`config.mk`:
```
export PLATFORM = sky130hd
export DESIGN_NAME = wwds_top
export DESIGN_NICKNAME = d
export VERILOG_FILES = /design/src/design/wwds_pkg.sv /design/src/design/wwds_top.sv /design/src/design/wwds_trigger.sv
export SDC_FILE = /design/constraint.sdc
export NUM_CORES = 1
export LEC_CHECK = 0
export BUFFER_PORTS_ARGS = -buffer_cell sky130_fd_sc_hd__buf_2
export CORE_UTILIZATION = 58
export CTS_BUF_LIST = sky130_fd_sc_hd__clkbuf_4 sky130_fd_sc_hd__clkbuf_8 sky130_fd_sc_hd__clkbuf_16
export CTS_CLUSTER_SIZE = 28
export DETAILED_ROUTE_END_ITERATION = 12
export PLACE_DENSITY = 0.75
export RECOVER_POWER = 25
export SLEW_MARGIN = 25
export SYNTH_ARGS = -nofsm -noshare
export SYNTH_HDL_FRONTEND = slang
export SYNTH_SLANG_ARGS = --single-unit
```
`constraint.sdc`:
```
create_clock -name clk -period 2.1 [get_ports clk]
set_clock_uncertainty 0.15 [all_clocks]
set_input_delay 0.21 -clock clk [delete_from_list [all_inputs] [get_ports clk]]
set_output_delay 0.21 -clock clk [all_outputs]
set_load 0.005 [all_outputs]
```
`src/design/wwds_pkg.sv`:
```
// package: constants for the window watchdog supervisor
package wwds_pkg;
    // default interval counts in tick periods
    localparam int unsigned T0_TICKS = 16;
    localparam int unsigned T1_TICKS = 32;
    localparam int unsigned T2_TICKS = 8;
    localparam int unsigned T3_TICKS = 8;
    localparam int unsigned T4_TICKS = 32;
    localparam int unsigned T5_TICKS = 32;
    localparam int unsigned T6_TICKS = 4;
    // trigger low time limits
    localparam int unsigned CLK_PERIOD_NS = 10;
    localparam int unsigned TRIG_MIN_US = 10;
    localparam int unsigned TRIG_MAX_MS = 5;
    localparam int unsigned TRIG_MIN_CYC =
        (TRIG_MIN_US * 1000 + CLK_PERIOD_NS - 1) / CLK_PERIOD_NS;
    localparam int unsigned TRIG_MAX_CYC =
        (TRIG_MAX_MS * 1000000) / CLK_PERIOD_NS;
    localparam int TIMER_W = 16;
    localparam int LOW_W = 20;

    typedef enum logic [2:0] {
        WWDS_POR = 3'b000,
        WWDS_SYNC = 3'b001,
        WWDS_CLOSED = 3'b010,
        WWDS_OPEN = 3'b011,
        WWDS_RESET = 3'b100,
        WWDS_OFF = 3'b101
    } wwds_state_t;
endpackage : wwds_pkg

```
`src/design/wwds_top.sv`:
```
// window watchdog supervisor top
`timescale 1ns/1ps
module wwds_top #(
    parameter int unsigned T0 = wwds_pkg::T0_TICKS,
    parameter int unsigned T1 = wwds_pkg::T1_TICKS,
    parameter int unsigned T2 = wwds_pkg::T2_TICKS,
    parameter int unsigned T3 = wwds_pkg::T3_TICKS,
    parameter int unsigned T4 = wwds_pkg::T4_TICKS,
    parameter int unsigned T5 = wwds_pkg::T5_TICKS,
    parameter int unsigned T6 = wwds_pkg::T6_TICKS,
    parameter int unsigned TRIG_MIN = wwds_pkg::TRIG_MIN_CYC,
    parameter int unsigned TRIG_MAX = wwds_pkg::TRIG_MAX_CYC
) (
    input wire logic clk,
    input wire logic arst_n,
    input wire logic power_good,
    input wire logic tick,
    input wire logic trigger_in,
    input wire logic long_mode,
    input wire logic supervisor_off_n,
    output logic mcu_reset_out,
    output wwds_pkg::wwds_state_t state
);
    import wwds_pkg::*;

    localparam int unsigned TMAX = 1 << TIMER_W;
    initial begin
        if (T0 < 1 || T1 < 1 || T2 < 1 || T3 < 1 || T4 < 1 || T5 < 1
            || T6 < 1 || T0 >= TMAX || T1 >= TMAX || T2 + T3 >= TMAX
            || T4 + T5 >= TMAX || T6 >= TMAX)
            $error("wwds_top: interval out of range");
    end

    // ==========================================================
    // reset release and input synchronisers
    logic [1:0] rst_sync;
    logic rst_n;
    always_ff @(posedge clk or negedge arst_n) begin
        if (!arst_n) begin
            rst_sync <= 2'h0;
        end else begin
            rst_sync <= {rst_sync[0], 1'b1};
        end
    end
    assign rst_n = rst_sync[1];

    typedef struct packed {
        logic [1:0] pg;
        logic [1:0] tk;
        logic [1:0] md;
        logic [1:0] en;
        logic tk_prev;
        wwds_state_t fsm;
        logic [TIMER_W-1:0] timer;
        logic rst_out;
    } wwds_regs_t;

    wwds_regs_t st;
    wwds_regs_t next_st;

    logic trig_ok;
    logic trig_err;

    wwds_trigger #(
        .MIN_CYC(TRIG_MIN),
        .MAX_CYC(TRIG_MAX)
    ) u_trig (
        .clk(clk),
        .rst_n(rst_n),
        .trigger_in(trigger_in),
        .valid_trigger_pulse(trig_ok),
        .trigger_error(trig_err)
    );

    // ==========================================================
    // supervisor state machine
    logic tick_rise;
    logic mode_long;
    logic enabled;
    logic [TIMER_W-1:0] closed_len;
    logic [TIMER_W-1:0] window_len;
    assign tick_rise = st.tk[1] && !st.tk_prev;
    assign mode_long = st.md[1];
    assign enabled = st.en[1];
    assign closed_len = mode_long ? TIMER_W'(T4) : TIMER_W'(T2);
    assign window_len = mode_long ? TIMER_W'(T4 + T5) : TIMER_W'(T2 + T3);

    always_comb begin
        next_st = st;
        next_st.pg = {st.pg[0], power_good};
        next_st.tk = {st.tk[0], tick};
        next_st.md = {st.md[0], long_mode};
        next_st.en = {st.en[0], supervisor_off_n};
        next_st.tk_prev = st.tk[1];
        if (tick_rise)
            next_st.timer = st.timer + 1'b1;
        unique case (st.fsm)
            WWDS_POR: begin
                next_st.rst_out = 1'b0;
                if (!st.pg[1]) begin
                    next_st.timer = '0;
                end else if (st.timer >= TIMER_W'(T0)) begin
                    next_st.fsm = WWDS_SYNC;
                    next_st.timer = '0;
                    next_st.rst_out = 1'b1;
                end
            end
            WWDS_SYNC: begin
                if (trig_ok) begin
                    next_st.fsm = WWDS_CLOSED;
                    next_st.timer = '0;
                end else if (st.timer >= TIMER_W'(T1)) begin
                    next_st.fsm = WWDS_RESET;
                    next_st.timer = '0;
                    next_st.rst_out = 1'b0;
                end
            end
            WWDS_CLOSED: begin
                if (trig_ok) begin
                    next_st.fsm = WWDS_RESET;
                    next_st.timer = '0;
                    next_st.rst_out = 1'b0;
                end else if (st.timer >= closed_len) begin
                    next_st.fsm = WWDS_OPEN;
                end
            end
            WWDS_OPEN: begin
                if (trig_ok) begin
                    next_st.fsm = WWDS_CLOSED;
                    next_st.timer = '0;
                end else if (st.timer >= window_len) begin
                    next_st.fsm = WWDS_RESET;
                    next_st.timer = '0;
                    next_st.rst_out = 1'b0;
                end else if (st.timer < closed_len) begin
                    next_st.fsm = WWDS_CLOSED;
                end
            end
            WWDS_RESET: begin
                next_st.rst_out = 1'b0;
                if (trig_ok) begin
                    next_st.timer = '0;
                end else if (st.timer >= TIMER_W'(T6)) begin
                    next_st.fsm = WWDS_SYNC;
                    next_st.timer = '0;
                    next_st.rst_out = 1'b1;
                end
            end
            WWDS_OFF: begin
                next_st.rst_out = 1'b1;
                next_st.timer = '0;
                if (enabled)
                    next_st.fsm = WWDS_SYNC;
            end
            default: begin
                next_st.fsm = WWDS_POR;
                next_st.timer = '0;
                next_st.rst_out = 1'b0;
            end
        endcase
        // disable overrides supervision once powered up
        if (st.fsm != WWDS_POR && !enabled) begin
            next_st.fsm = WWDS_OFF;
            next_st.timer = '0;
            next_st.rst_out = 1'b1;
        end else if (st.fsm != WWDS_POR && trig_err) begin
            // hold reset, t6 only runs once the trigger is high again
            next_st.fsm = WWDS_RESET;
            next_st.timer = '0;
            next_st.rst_out = 1'b0;
        end
    end

    always_ff @(posedge clk or negedge rst_n) begin
        if (!rst_n) begin
            st <= '{pg: 2'h0, tk: 2'h0, md: 2'h3, en: 2'h3, tk_prev: 1'b0,
                    fsm: WWDS_POR, timer: '0, rst_out: 1'b0};
        end else begin
            st <= next_st;
        end
    end

    assign mcu_reset_out = st.rst_out;
    assign state = st.fsm;
endmodule : wwds_top

```
`src/design/wwds_trigger.sv`:
```
// trigger input synchroniser and low pulse width qualifier
`timescale 1ns/1ps
module wwds_trigger #(
    parameter int unsigned MIN_CYC = wwds_pkg::TRIG_MIN_CYC,
    parameter int unsigned MAX_CYC = wwds_pkg::TRIG_MAX_CYC
) (
    input wire logic clk,
    input wire logic rst_n,
    input wire logic trigger_in,
    output logic valid_trigger_pulse,
    output logic trigger_error
);
    import wwds_pkg::*;

    initial begin
        if (MIN_CYC < 1 || MAX_CYC <= MIN_CYC || MAX_CYC + 1 >= (1 << LOW_W))
            $error("wwds_trigger: bad pulse limits");
    end

    typedef struct packed {
        logic s1;
        logic s2;
        logic prev;
        logic [LOW_W-1:0] low_cnt;
        logic valid;
    } wwds_trig_t;

    wwds_trig_t st;
    wwds_trig_t next_st;

    always_comb begin
        next_st = st;
        next_st.s1 = trigger_in;
        next_st.s2 = st.s1;
        next_st.prev = st.s2;
        next_st.valid = 1'b0;
        if (!st.s2) begin
            if (st.low_cnt != LOW_W'(MAX_CYC + 1))
                next_st.low_cnt = st.low_cnt + 1'b1;
        end else begin
            next_st.low_cnt = '0;
        end
        // rising edge ends a low pulse of legal width
        if (st.s2 && !st.prev && st.low_cnt >= LOW_W'(MIN_CYC)
            && st.low_cnt <= LOW_W'(MAX_CYC))
            next_st.valid = 1'b1;
    end

    always_ff @(posedge clk or negedge rst_n) begin
        if (!rst_n) begin
            st <= '{s1: 1'b1, s2: 1'b1, prev: 1'b1, low_cnt: '0,
                    valid: 1'b0};
        end else begin
            st <= next_st;
        end
    end

    assign valid_trigger_pulse = st.valid;
    assign trigger_error = !st.s2 && st.low_cnt > LOW_W'(MAX_CYC);
endmodule : wwds_trigger

```
# [Word level (Yosys, flattened, before mapping)]
# Index checks and enable logic that the tools add are counted.
[classes] add_sub_neg=2 magnitude_cmp=9 eq_ne=19 muxes=29 reduce_logical=16
[ops] operator="2-to-1 mux 20 bit" count=7
[ops] operator="case mux 20 bit (6 select lines)" count=1
[ops] operator="2-to-1 mux 16 bit" count=3
[ops] operator="2-to-1 mux 19 bit" count=2
[ops] operator="inequality test 4 bit, second input constant" count=9
[ops] operator="2-to-1 mux 17 bit" count=2
[ops] operator="2-to-1 mux 3 bit" count=7
[ops] operator="adder 20 x 1 -> 20 bit, second input constant" count=1
[ops] operator=">= comparator 20 x 10 -> 1 bit, second input constant" count=1
[ops] operator="greater-than comparator 20 x 19 -> 1 bit, second input constant" count=1
[ops] operator="less-or-equal comparator 20 x 19 -> 1 bit, second input constant" count=1
[ops] operator="inequality test 20 x 19 -> 1 bit, second input constant" count=1
[ops] operator="adder 16 x 1 -> 16 bit, second input constant" count=1
[ops] operator=">= comparator 16 x 3 -> 1 bit, second input constant" count=1
[ops] operator=">= comparator 16 x 5 -> 1 bit, second input constant" count=1
[ops] operator=">= comparator 16 x 6 -> 1 bit" count=1
[ops] operator=">= comparator 16 x 6 -> 1 bit, second input constant" count=1
[ops] operator=">= comparator 16 x 7 -> 1 bit" count=1
[ops] operator="< comparator 16 x 6 -> 1 bit" count=1
[ops] operator="inequality test 5 x 4 -> 1 bit, second input constant" count=2
[ops] operator="AND reduction 8 bit" count=1
[ops] operator="logical AND 1 bit" count=7
[ops] operator="2-to-1 mux 7 bit" count=1
[ops] operator="== test 3 x 2 -> 1 bit, second input constant" count=2
[ops] operator="other kinds (11)" count=19
[word_totals] regBits=55 inputBits=7 output_inout_bits=4 wordCells=89

# [Longest topological paths before layout]
# Gate-level depths: netlist of the first run.
[logic_depth] word_depth=8 depth_mapped=11 mapped_depth_nobuf=9

# [Modules after synthesis]
# Synthesis of the first run repeated with hierarchy kept, for this count alone.
[unflattened] hier_cells=319 hier_area_um2=3020.4
[by_module_without_submodules] module="wwds_top" n_inst=1 cells_each=189 area_per_inst_um2=1750.4 seq_area_each_um2=780.7
[by_module_without_submodules] module="wwds_trigger" n_inst=1 cells_each=130 area_per_inst_um2=1270.0 seq_area_each_um2=604.3

# [Least setup slack after synthesis of the first run]
# Ideal clock, no wire load.
[synth_timing] kind="register to register" startpoint="reg u_trig.st[15] (netlist name)" endpoint="reg st[7] (netlist name)" setup_time_ps=71 arrival_ps=2342 setup_slack_ps=-464 stages_incl_launch_ff=10 synth_period_minus_slack_ps=2564 cell_sequence="dfrtp_1 or4_1 or3_4 nor4_4 a211oi_1 o22a_1 nand2b_4 buf_6 buf_6 nor2_1"
[synth_lines] item="start, declared" line="wwds_trigger.sv:28" text="wwds_trig_t st;"
[synth_lines] item="start signal, assigned" line="wwds_trigger.sv:51" text="st <= '{s1: 1'b1, s2: 1'b1, prev: 1'b1, low_cnt: '0,"
[synth_lines] item="start signal, assigned" line="wwds_trigger.sv:54" text="st <= next_st;"
[synth_lines] item="end signal, assigned" line="wwds_top.sv:176" text="st <= '{pg: 2'h0, tk: 2'h0, md: 2'h3, en: 2'h3, tk_prev: 1'b0,"
[synth_lines] item="end signal, assigned" line="wwds_top.sv:179" text="st <= next_st;"
[synth_lines] item="end, declared" line="wwds_top.sv:58" text="wwds_regs_t st;"

==> results of run 1 <==
## stage by stage
| stage | std cells | hold WS, ns | setup WS [ns] | utilization, % |
|---|---|---|---|---|
| floorplan | 301 | -0.2356 | -0.3366 | - |
| global placement | 417 | -0.1552 | -0.3528 | 69.93 |
| detailed placement | 417 | -0.1516 | -0.4004 | 69.93 |
| CTS | 437 | 0.04665 | -0.3278 | 78.01 |
| global route | 441 | 0.05197 | -0.3921 | 80.45 |
| finish | 441 | 0.05444 | -0.3208 | 80.45 |
## cells by family (layout without fill, tap and decap cells)
family,Yosys count,count (layout)
adders and majority gates,9,9
muxes,1,1
AOI/OAI and AO/OA,44,44
DFF,55,55
and+or+nand+nor,135,136
buffers and inverters,27,99
xor gates and xnor gates,29,29
other,1,1
## registers in the layout, indices dropped and copies added (netlist names)
register / flops
mcu_reset_out: 1
u_trig.next_st: 2
state: 3
next_st: 5
mode_long: 1
st: 18
u_trig.valid_trigger_pulse: 1
enabled: 1
u_trig.st: 21
rst_sync: 2
## cell type report
type                       instances  area (um^2)  area share (%)
clock buffer                       6        76.32           2.009
clock inverter                     2        12.51          0.3293
inverter                          17        63.81           1.679
multi-input combinational        220         1609           42.34
sequential                        55         1386           36.48
tap                               67        83.83           2.206
timing repair buffer              74        568.0           14.95
## critical path, delay by kind of cell, from the launching register on
kind,cells,cell delay (ns)
AO/OA/AOI/OAI,2,0.36
flip-flops,1,0.40
AND/OR/NAND/NOR,5,1.46
## metal layers
metal,up-vias,global-route usage (%),part of all wire [%]
li1,1178,-,-
met1,1266,36.74,41
met2,106,49.06,50
met3,32,5.833,4.6
met4,0,11.33,4.0
met5,-,0,0
## final timing paths
| path | start | to |
|---|---|---|
| min in group clk | next_st[24] | mode_long |
| max in group asynchronous | rst_sync[1] | u_trig.st[21] |
| worst min register to register | rst_sync[1] | next_st[20] |
| worst min-delay path | arst_n | rst_sync[1] |
| worst max register to register | u_trig.st[15] | st[7] |
| worst max-delay path | u_trig.st[15] | st[7] |
## power groups by stage
stage | Clock, mW | Combinational (mW) | Sequential [mW]
final | 0.585 | 0.119 | 1.11
after global routing | 0.633 | 0.132 | 1.11
after CTS | 0.593 | 0.113 | 1.11
after detailed placement | 0 | 0.0891 | 1.13
after global placement | 0 | 0.0854 | 1.13
after floorplan | 0 | 0.0478 | 1.13
## what timing repair did
item                                    4_1_cts  5_1_grt
pin swaps                                    21       13
cloned                                        1        0
hold buffers                                  6        0
hold endpoints to repair                      7        0
gates resized for setup                      37       23
setup buffers                                 5        4
endpoints found under the setup margin       25       29
## layout by cell type (no fill, tap or decap), drive strengths merged, types with 2 or more instances in the layout
| cell | count |
|---|---|
| a2111oi | 3 |
| a21oi | 15 |
| a311oi | 2 |
| and3 | 5 |
| and4 | 2 |
| buf | 67 |
| clkbuf | 7 |
| dfrtp | 48 |
| dfstp | 7 |
| dlygate4sd3 | 6 |
| ha | 9 |
| inv | 17 |
| nand2 | 22 |
| nand2b | 5 |
| nand3 | 12 |
| nand4 | 7 |
| nor2 | 56 |
| nor2b | 3 |
| nor3 | 5 |
| nor4 | 5 |
| o21ai | 10 |
| o22ai | 4 |
| or3 | 6 |
| or4 | 5 |
| xnor2 | 11 |
| xor2 | 18 |
==> results.ini, run 1 <==
[synthesis]
synth.distinct_cells=45
synthCells=301
ys_ff_latch=55
synth_flop_cell=dfrtp_1
synth_compound_area_share_pct=9.767
netlist_area_um2=2844
yosys.area_share.simple_pct=23.67
yosysWarnings=0
synth_top_area_share_pct=42.23
ys_async_sr_fraction_pct=100.0
muxShareOfSynthArea_pct=0.3520
synth_top_family_by_area=simple AND/OR/NAND/NOR gates
ys_top_cells_by_area=dfrtp_1 (42%), nor2_1 (7.4%), dfstp_2 (6.5%)
synth_xor_area_share_pct=8.931
synth_fa_ha_area_share_pct=3.960
synth_edf_count=0
synth_most_common_cell=nor2_1
syn_nets=317
synth_common_cells=nor2_1 (56), dfrtp_1 (48), nand2_1 (22)
ys_seq_area_share_pct=48.70
synth.avg_cell_area_um2=9.448
synth.largest_area_cell=dfrtp_1

[layout]
drive_gt1_share_pct=34.76
fin_nets=389
antenna_cells=0
fillers=278
final_area_um2=3800
area_growth_pct=33.61

[drt]
postRouteAntennaNets=0
drc_errors=0
wl_per_cell_um=16.38
finalWirelength_um=7223
vias=2582
dr.pass1.iters=5
drt_iter0_markers=258
via_per_inst=5.855

[place]
place_congestion=0.9283
port_buffers=10
place_area_um2=3303
dp_hpwl_um=4417

[sta]
slew_headroom_pct=52.49
setup_slack_ns=-0.3208
slew_viol_final=0
min_period_ns=2.421
setup_viol=24
tightest_slew_ns=0.7127
fmax_mhz=413.1
rsz0062_at_grt=yes
setup_tns_ns=-5.953
hold_viol_final=0
fin_crit_sh_pct=115.3

[floorplan]
dieArea_um2=5188
die_height_um=72.03
die_x_um=72.03
start_util_pct=60.21
boundaryPins=11
fp-row-count=25
core_um2=4723

[worst_setup_path]
cp_slowest_stage_delay_ns=0.54
cp_max_fo=8
crit_path_end_kind=flop
crit_type=reg -> reg
crit_required_ns=2.20
cp_slowest_cell=or4_4
path_cells=or4_4 > or3_4 > nor4_4 > a211oi_2 > o22a_2 > nand2b_4 > nor2_2
rrSetupSlack_ns=-0.32
critPathLaunchType=flop
worstPathArrival_ns=2.52
r2r_cells=7

[pwr]
pwr-share-comb_pct=6.6
clkPwrFrac_pct=32.3
switching_share_pct=23.59
leakage_nw=1.730
peakVddDrop_uv=465.2
powerDensity_nw_per_um2=477.3
seqPwrFrac_pct=61.1
power_mw=1.814
p_int_mw=1.386
switching_power_mw=0.4278

[status]
status=complete, but fails checks
failed_checks=setup timing

[clocking]
clock-sinks=55
clkLatencyLatePin_ns=0.31
clkTransAtPathRegs_ns=0.10
htree_levels=2
cts_inserted_buffers=5
cts.root.buffer_cell=clkbuf_8
cts_tree=done
clock_path_buffers=2

[global_routing]
overflow=0
antenna_found_initial=0
grt_usage_pct=28.96
grt_pass1_wl_um=11520
first_global_vias=2554
grt_start_max_net_pins=39

[flow_run]
cap_viol_max_count=0

[worst_hold_path]
hold_class=in -> async

(Power assumes the default switching activity.)
==> run 2, diff against run 1 <==
--- a/config.mk
+++ b/config.mk
@@ -5,14 +5,15 @@
 export SDC_FILE = /design/constraint.sdc
 export NUM_CORES = 1
 export LEC_CHECK = 0
-export BUFFER_PORTS_ARGS = -buffer_cell sky130_fd_sc_hd__buf_2
 export CORE_UTILIZATION = 58
 export CTS_BUF_LIST = sky130_fd_sc_hd__clkbuf_4 sky130_fd_sc_hd__clkbuf_8 sky130_fd_sc_hd__clkbuf_16
 export CTS_CLUSTER_SIZE = 28
 export DETAILED_ROUTE_END_ITERATION = 12
-export PLACE_DENSITY = 0.75
+export DONT_BUFFER_PORTS = 1
+export PLACE_DENSITY = 0.74
 export RECOVER_POWER = 25
 export SLEW_MARGIN = 25
 export SYNTH_ARGS = -nofsm -noshare
 export SYNTH_HDL_FRONTEND = slang
+export SYNTH_HIERARCHICAL = 1
 export SYNTH_SLANG_ARGS = --single-unit
==> run 2 against run 1 <==
The flow still finishes with violations (setup timing). Worst hold slack better by 0.10 ns. Non-clock buffer count down 1. Wire length rose by 4.7%. Register-to-register slack worse by 0.02 ns. Total power increased by 17%. Critical path depth rose by 3. Sequential share of layout area is 1.8 points lower. Sequential power barely moved. Clock power grew 48%. Fmax shrank 0.77%. Core utilization grew 1.6 points.
==> results.ini, run 2 <==
[pwr]
powerDensity_nw_per_um2=530.8  ; +11%
p_int_mw=1.641  ; +18%
switching_power_mw=0.4853  ; +13%
peakVddDrop_uv=361.0  ; -22%
power_mw=2.126  ; +17%
seqPwrFrac_pct=51.9  ; -9.2 points
clkPwrFrac_pct=40.8  ; +8.5 points
leakage_nw=1.719  ; -0.66%
pwr-share-comb_pct=7.3  ; +0.7 points
switching_share_pct=22.83  ; -0.76 points

[synthesis]
ys_ff_latch=55  ; unchanged
synth_edf_count=0  ; unchanged
synth_most_common_cell=dfrtp_1
synth.largest_area_cell=dfrtp_1
synthCells=319  ; +6.0%
synth_flop_cell=dfrtp_1
ys_top_cells_by_area=dfrtp_1 (40%), dfstp_2 (6.1%), nor2_1 (5.5%)
synth.distinct_cells=58  ; +29%
syn_nets=335  ; +5.7%
synth.avg_cell_area_um2=9.468  ; +0.21%
yosysWarnings=6  ; +6
netlist_area_um2=3020  ; +6.2%
synth_common_cells=dfrtp_1 (48), nor2_1 (44), nand2_1 (20)
ys_async_sr_fraction_pct=100.0  ; unchanged
ys_seq_area_share_pct=45.86  ; -2.8 points
synth_top_area_share_pct=39.77  ; -2.5 points

[sta]
min_period_ns=2.440  ; +0.01881 ns
setup_tns_ns=-2.146  ; +3.807 ns
tightest_slew_ns=0.7496  ; +0.03691 ns
slew_viol_final=0  ; unchanged
hold_viol_final=0  ; unchanged
slew_headroom_pct=50.03  ; -2.5 points
setup_viol=19  ; -21%
setup_slack_ns=-0.3396  ; -0.01881 ns
fin_crit_sh_pct=116.2  ; +0.90 points
rsz0062_at_grt=yes
fmax_mhz=409.9  ; -0.77%

[place]
dp_hpwl_um=4718  ; +6.8%
port_buffers=0  ; -10
dp.cells=429  ; +2.9%
place_congestion=0.9318  ; +0.38%

[layout]
drive_gt1_share_pct=34.90  ; +0.14 points
antenna_cells=0  ; unchanged
fin_nets=399  ; +2.6%
mostFrequentLayoutCells=buf_4 (61), dfrtp_1 (46), nor2_1 (27)
final_cells=451  ; +2.3%
area_growth_pct=32.60
largest_register=u_trig/st
final_common_cell=buf_4
largest_register_ffs=21  ; unchanged
fillers=277  ; -0.36%

[worst_setup_path]
path_cells=nor4_4 > a41oi_2 > o22ai_2 > nor2_4 > nor2b_2 > nand2_1 > a211oi_2 > o2bb2ai_1 > a211o_1 > mux2_4
crit_cells=10  ; +3
critPathLaunchType=flop
crit_path_end_kind=flop
startpoint=u_trig/st[7]
cp_slowest_cell=dfrtp_2
r2r_cells=10  ; +3
cp_max_fo=5  ; -3
rrSetupSlack_ns=-0.34  ; -0.02 ns
endpoint=state[0]
r2r-end=state[0]
worstPathArrival_ns=2.50  ; -0.02 ns
cp_slowest_stage_delay_ns=0.46  ; -0.08 ns
crit_required_ns=2.16  ; -0.04 ns
cp_num_buf_inv=0  ; unchanged
crit_type=reg -> reg
crit_family=compound AO/OA/AOI/OAI gates
rr_startpoint=u_trig/st[7]

[floorplan]
dieArea_um2=5500  ; +6.0%
die_x_um=74.17  ; +3.0%
die_height_um=74.17  ; +3.0%
fp-row-count=25  ; unchanged
boundaryPins=11  ; unchanged
core_um2=4880  ; +3.3%
start_util_pct=61.90  ; +1.7 points

[global_routing]
first_global_vias=2633  ; +3.1%
grt_pass1_wl_um=11860  ; +2.9%
grt_usage_pct=28.95  ; about the same
grt_start_max_net_pins=37  ; -5.1%
antenna_found_initial=0  ; unchanged
overflow=0  ; unchanged

[clocking]
clock_path_buffers=2  ; unchanged
clkTransAtPathRegs_ns=0.11  ; about the same
cts.root.buffer_cell=clkbuf_8
htree_levels=2  ; unchanged
cts_tree=done
cts_inserted_buffers=5  ; unchanged
clock-sinks=55  ; unchanged
clkLatencyLatePin_ns=0.32  ; about the same

[drt]
wl_per_cell_um=16.76  ; +2.4%
dr.pass1.iters=4  ; -1
finalWirelength_um=7561  ; +4.7%
via_per_inst=6.029  ; +3.0%
drc_errors=0  ; unchanged
drt_iter0_markers=146  ; -43%
vias=2719  ; +5.3%
postRouteAntennaNets=0  ; unchanged

[status]
failed_checks=setup timing
status=complete, but fails checks

[flow_run]
cap_viol_max_count=0  ; unchanged

[worst_hold_path]
hold_class=reg -> async

run 2: cell types whose count changed after synthesis, sizes merged, moves of 4 or more:
| cell | before | now |
|---|---|---|
| nor2 | 56 | 44 |
| and3 | 5 | 11 |
| xnor2 | 11 | 15 |
| nor3 | 5 | 10 |
| clkbuf | 4 | 9 |
| nor4 | 5 | 11 |
| inv | 17 | 13 |
| xor2 | 18 | 11 |
| nand3 | 12 | 21 |
run 2: logic make-up after synthesis:
kind of cell | count (synthesis) | share of synthesized area, %
and+or+nand+nor | 148 | 26.47
adders and majority gates | 9 | 3.728
xor gates and xnor gates | 26 | 7.539
other | 1 | 0.1242
muxes | 2 | 0.8698
buffers and inverters | 29 | 4.598
AOI/OAI and AO/OA | 49 | 10.81
DFF | 55 | 45.86
run 2: per-layer routing:
metal  routed length (um)  part of all wire, %  GRT usage (%)  up-vias
li1                     -                    -              -     1253
met1                 2920                   39          33.36     1351
met2                 4028                   53          52.83       84
met3                  322                  4.3          6.504       31
met4                  289                  3.8          9.829        0
met5                    0                    0              0        -
run 2: worst min path at each step:
stage / depth (start not counted) / to / slack (ns) / start
after floorplan: 0 / rst_sync[0] / -0.24 / arst_n
after global placement: 0 / rst_sync[0] / -0.24 / arst_n
after detailed placement: 0 / rst_sync[1] / -0.24 / arst_n
after CTS: 0 / u_trig/st[7] / 0.07 / rst_sync[1]
after global routing: 0 / enabled / 0.22 / next_st[22]
final: 0 / u_trig/st[6] / 0.16 / rst_sync[1]
run 2: power groups by stage:
stage,Sequential [mW],Combinational (mW),Clock [mW]
2_1_floorplan,1.13,0.0528,0
3_3_place_gp,1.12,0.114,0
3_5_place_dp,1.12,0.117,0
4_1_cts,1.10,0.130,0.876
5_1_grt,1.11,0.170,0.922
6_report,1.10,0.155,0.866
run 2: worst register-to-register path, cell delays in order, from the launching register on:
cell and delay (ns):
dfrtp_2 0.46, nor4_4 0.28, a41oi_2 0.15, o22ai_2 0.18, nor2_4 0.07, nor2b_2 0.14, nand2_1 0.08, a211oi_2 0.17
o2bb2ai_1 0.16, a211o_1 0.16, mux2_4 0.31
run 2: repair_timing:
item | 4_1_cts | 5_1_grt
endpoints found under the hold margin | 7 | 0
cloned | 0 | 1
setup endpoints to repair | 20 | 22
hold buffers | 7 | 0
resized for setup | 5 | 43
pin swaps | 3 | 15
buffers inserted | 3 | 3
run 2: metrics by stage:
| stage | util (%) | setup WS [ns] | cell area, um^2 | hold slack, ns |
|---|---|---|---|---|
| 5_1_grt | 82.08 | -0.4523 | 4005 | 0.2201 |
| 6_report | 82.08 | -0.3396 | 4005 | 0.1574 |
| 4_1_cts | 77.36 | -0.2807 | 3775 | 0.06621 |
| 2_1_floorplan | - | -0.2763 | 3062 | -0.2356 |
| 3_3_place_gp | 71.92 | -0.3001 | 3510 | -0.2356 |
| 3_5_place_dp | 71.92 | -0.3722 | 3510 | -0.2355 |
run 2: layout make-up:
type | instances | area (um^2) | area share (%)
inverter | 13 | 48.80 | 1.218
sequential | 55 | 1388 | 34.65
multi-input combinational | 235 | 1729 | 43.17
clock inverter | 3 | 71.32 | 1.781
timing repair buffer | 73 | 615.6 | 15.37
tap | 67 | 83.83 | 2.093
clock buffer | 5 | 68.82 | 1.718
==> run 3, diff against run 2 <==
--- a/config.mk
+++ b/config.mk
@@ -10,6 +10,7 @@
 export CTS_CLUSTER_SIZE = 28
 export DETAILED_ROUTE_END_ITERATION = 12
 export DONT_BUFFER_PORTS = 1
+export GPL_TIMING_DRIVEN = 0
 export PLACE_DENSITY = 0.74
 export RECOVER_POWER = 25
 export SLEW_MARGIN = 25
==> run 3 against run 2 <==
The run still ends with setup timing left. Sequential share of layout area rose by 4.6 points. Global-route usage fell by 2.9 points. Final area fell by 11%. Total power shrank 14%. Via count shrank 8.8%. Clock-buffer cell count up 3. Die area is the same. Sequential cell count unchanged. Fmax fell by 7.3%. Register-to-register slack lost 0.19 ns. Highest routed layer unchanged.
==> results.ini, run 3 (synthesized netlist as in run 2, its figures left out) <==
[floorplan]
start_util_pct=61.90  ; unchanged
dieArea_um2=5500  ; unchanged
core_um2=4880  ; unchanged
boundaryPins=11  ; unchanged
die_height_um=74.17  ; unchanged
fp-row-count=25  ; unchanged
die_x_um=74.17  ; unchanged

[worst_hold_path]
whs_path_depth=0
min-delay-start=next_st[28]
hold_class=reg -> reg
holdPathEnd=st[28]

[drt]
postRouteAntennaNets=0  ; unchanged
dr.pass1.iters=4  ; unchanged
wl_per_cell_um=15.48  ; -7.6%
drt_iter0_markers=207  ; +42%
drc_errors=0  ; unchanged
via_per_inst=5.935  ; -1.5%
finalWirelength_um=6472  ; -14%
vias=2481  ; -8.8%

[place]
place_area_um2=3149  ; -10%
dp_slack_ns=-0.6755  ; -0.3033 ns
dp.cells=386  ; -10%
port_buffers=0  ; unchanged
dp_hpwl_um=3980  ; -16%
place_congestion=0.9598  ; +3.0%

[sta]
setup_slack_ns=-0.5316  ; -0.1920 ns
tightest_slew_ns=1.127  ; +0.3775 ns
hold_viol_final=0  ; unchanged
slew_headroom_pct=24.86  ; -25 points
min_period_ns=2.632  ; +0.1920 ns
slew_viol_final=0  ; unchanged
setup_viol=19  ; unchanged
fin_crit_sh_pct=125.3  ; +9.1 points
fmax_mhz=380.0  ; -7.3%
rsz0062_at_grt=yes
setup_tns_ns=-9.185  ; -7.039 ns

[layout]
register_area_um2=1396  ; +0.63%
mostFrequentLayoutCells=nor2_1 (39), dfrtp_1 (39), nand3_1 (19)
fillers=364  ; +31%
fin_nets=366  ; -8.3%
largest_register=u_trig/st
area_growth_pct=17.81
drive_gt1_share_pct=23.36  ; -12 points
multi_input_area_um2=1627  ; -5.9%
antenna_cells=0  ; unchanged
final_cells=418  ; -7.3%
final_area_um2=3558  ; -11%
largest_register_ffs=21  ; unchanged

[worst_setup_path]
cp_num_buf_inv=4  ; +4
r2r-end=st[15]
crit_required_ns=2.15  ; about the same
r2r_cells=13  ; +3
crit_family=compound AO/OA/AOI/OAI gates
rrSetupSlack_ns=-0.53  ; -0.19 ns
crit_type=reg -> reg
critPathLaunchType=flop
crit_path_end_kind=flop
cp_max_fo=7  ; +2
cp_slowest_stage_delay_ns=0.44  ; -0.02 ns
rr_startpoint=u_trig/st[6]
path_cells=and4b_1 > a41oi_2 > o22ai_2 > nor2_4 > nor2b_4 > buf_4 > buf_6 > buf_4 > a21oi_2 > nor2_2 > a21oi_4 > buf_6 > nor2_1
worstPathArrival_ns=2.68  ; +0.18 ns
cp_slowest_cell=dfrtp_2

[clocking]
cts_tree=done
cts.root.buffer_cell=clkbuf_8
clkLatencyLatePin_ns=0.30  ; -0.02 ns
clkTransAtPathRegs_ns=0.09  ; -0.02 ns
clock-sinks=55  ; unchanged
clock_path_buffers=2  ; unchanged
htree_levels=2  ; unchanged
cts_inserted_buffers=5  ; unchanged

[global_routing]
overflow=0  ; unchanged
grt_pass1_wl_um=10860  ; -8.4%
first_global_vias=2399  ; -8.9%
grt_start_max_net_pins=54  ; +46%
antenna_found_initial=0  ; unchanged
grt_usage_pct=26.03  ; -2.9 points

[status]
status=complete, but fails checks
failed_checks=setup timing

[pwr]
leakage_nw=1.496  ; -13%
switching_share_pct=22.51  ; -0.32 points
clkPwrFrac_pct=32.9  ; -7.9 points
power_mw=1.822  ; -14%
seqPwrFrac_pct=61.5  ; +9.6 points
peakVddDrop_uv=452.0  ; +25%
switching_power_mw=0.4102  ; -15%
p_int_mw=1.412  ; -14%
pwr-share-comb_pct=5.6  ; -1.7 points
powerDensity_nw_per_um2=512.2  ; -3.5%

[flow_run]
cap_viol_max_count=0  ; unchanged

[run 3: cell types whose count changed in the layout (fill, tap and decap cells not counted), moves of 4 or more]
cell      previous run  this run
clkbuf_1             0         7
buf_6                2         6
dfrtp_2              2         9
clkbuf_4             0         4
nor2_1              27        39
nor2_2              10         4
dfrtp_1             46        39
nor2_4               7         1
buf_4               61        18
[run 3: what timing repair did]
| action | 4_1_cts | 5_1_grt |
|---|---|---|
| setup buffers | 14 | 4 |
| hold buffers | 7 | 0 |
| gates resized for setup | 19 | 13 |
| setup endpoints to repair | 19 | 24 |
| cloned | 1 | 0 |
| pin swaps | 6 | 11 |
| hold endpoints to repair | 7 | 0 |
[run 3: how the worst max path moves through the flow]
stage | startpoint | end | cells past startpoint
6_report | u_trig/st[6] | st[15] | 13
5_1_grt | u_trig/st[6] | st[10] | 13
3_5_place_dp | u_trig/st[4] | state[0] | 10
4_1_cts | u_trig/st[4] | state[0] | 10
2_1_floorplan | u_trig/st[4] | state[0] | 10
3_3_place_gp | u_trig/st[4] | state[0] | 10
[run 3: metrics by stage]
| stage | hold slack (ns) | utilization, % |
|---|---|---|
| global route | 0.2107 | 72.92 |
| CTS | 0.2084 | 71.51 |
| global placement | -0.2356 | 64.46 |
| finish | 0.2072 | 72.92 |
| floorplan | -0.2356 | - |
| detailed placement | -0.2356 | 64.54 |
[run 3: power groups by stage]
| stage | combinational [mW] | clock [mW] | sequential, mW |
|---|---|---|---|
| 2_1_floorplan | 0.0528 | 0 | 1.13 |
| 3_3_place_gp | 0.0636 | 0 | 1.14 |
| 3_5_place_dp | 0.0651 | 0 | 1.14 |
| 4_1_cts | 0.0925 | 0.626 | 1.12 |
| 5_1_grt | 0.114 | 0.659 | 1.13 |
| 6_report | 0.101 | 0.600 | 1.12 |
[run 3: routing by layer]
metal / part of all wire (%) / track usage [%] / up-vias
met4: 1.7 / 9.188 / 0
met1: 43 / 32.39 / 1206
met3: 4.5 / 4.065 / 15
met5: 0 / 0 / -
met2: 50 / 45.96 / 76
li1: - / - / 1184
[run 3: final cells by class]
cell class / instances / area share (%)
sequential: 55 / 39.24
clock buffer: 8 / 2.567
buffer: 15 / 2.567
tap: 67 / 2.356
inverter: 13 / 1.371
multi-input combinational: 235 / 45.71
timing repair buffer: 25 / 6.188
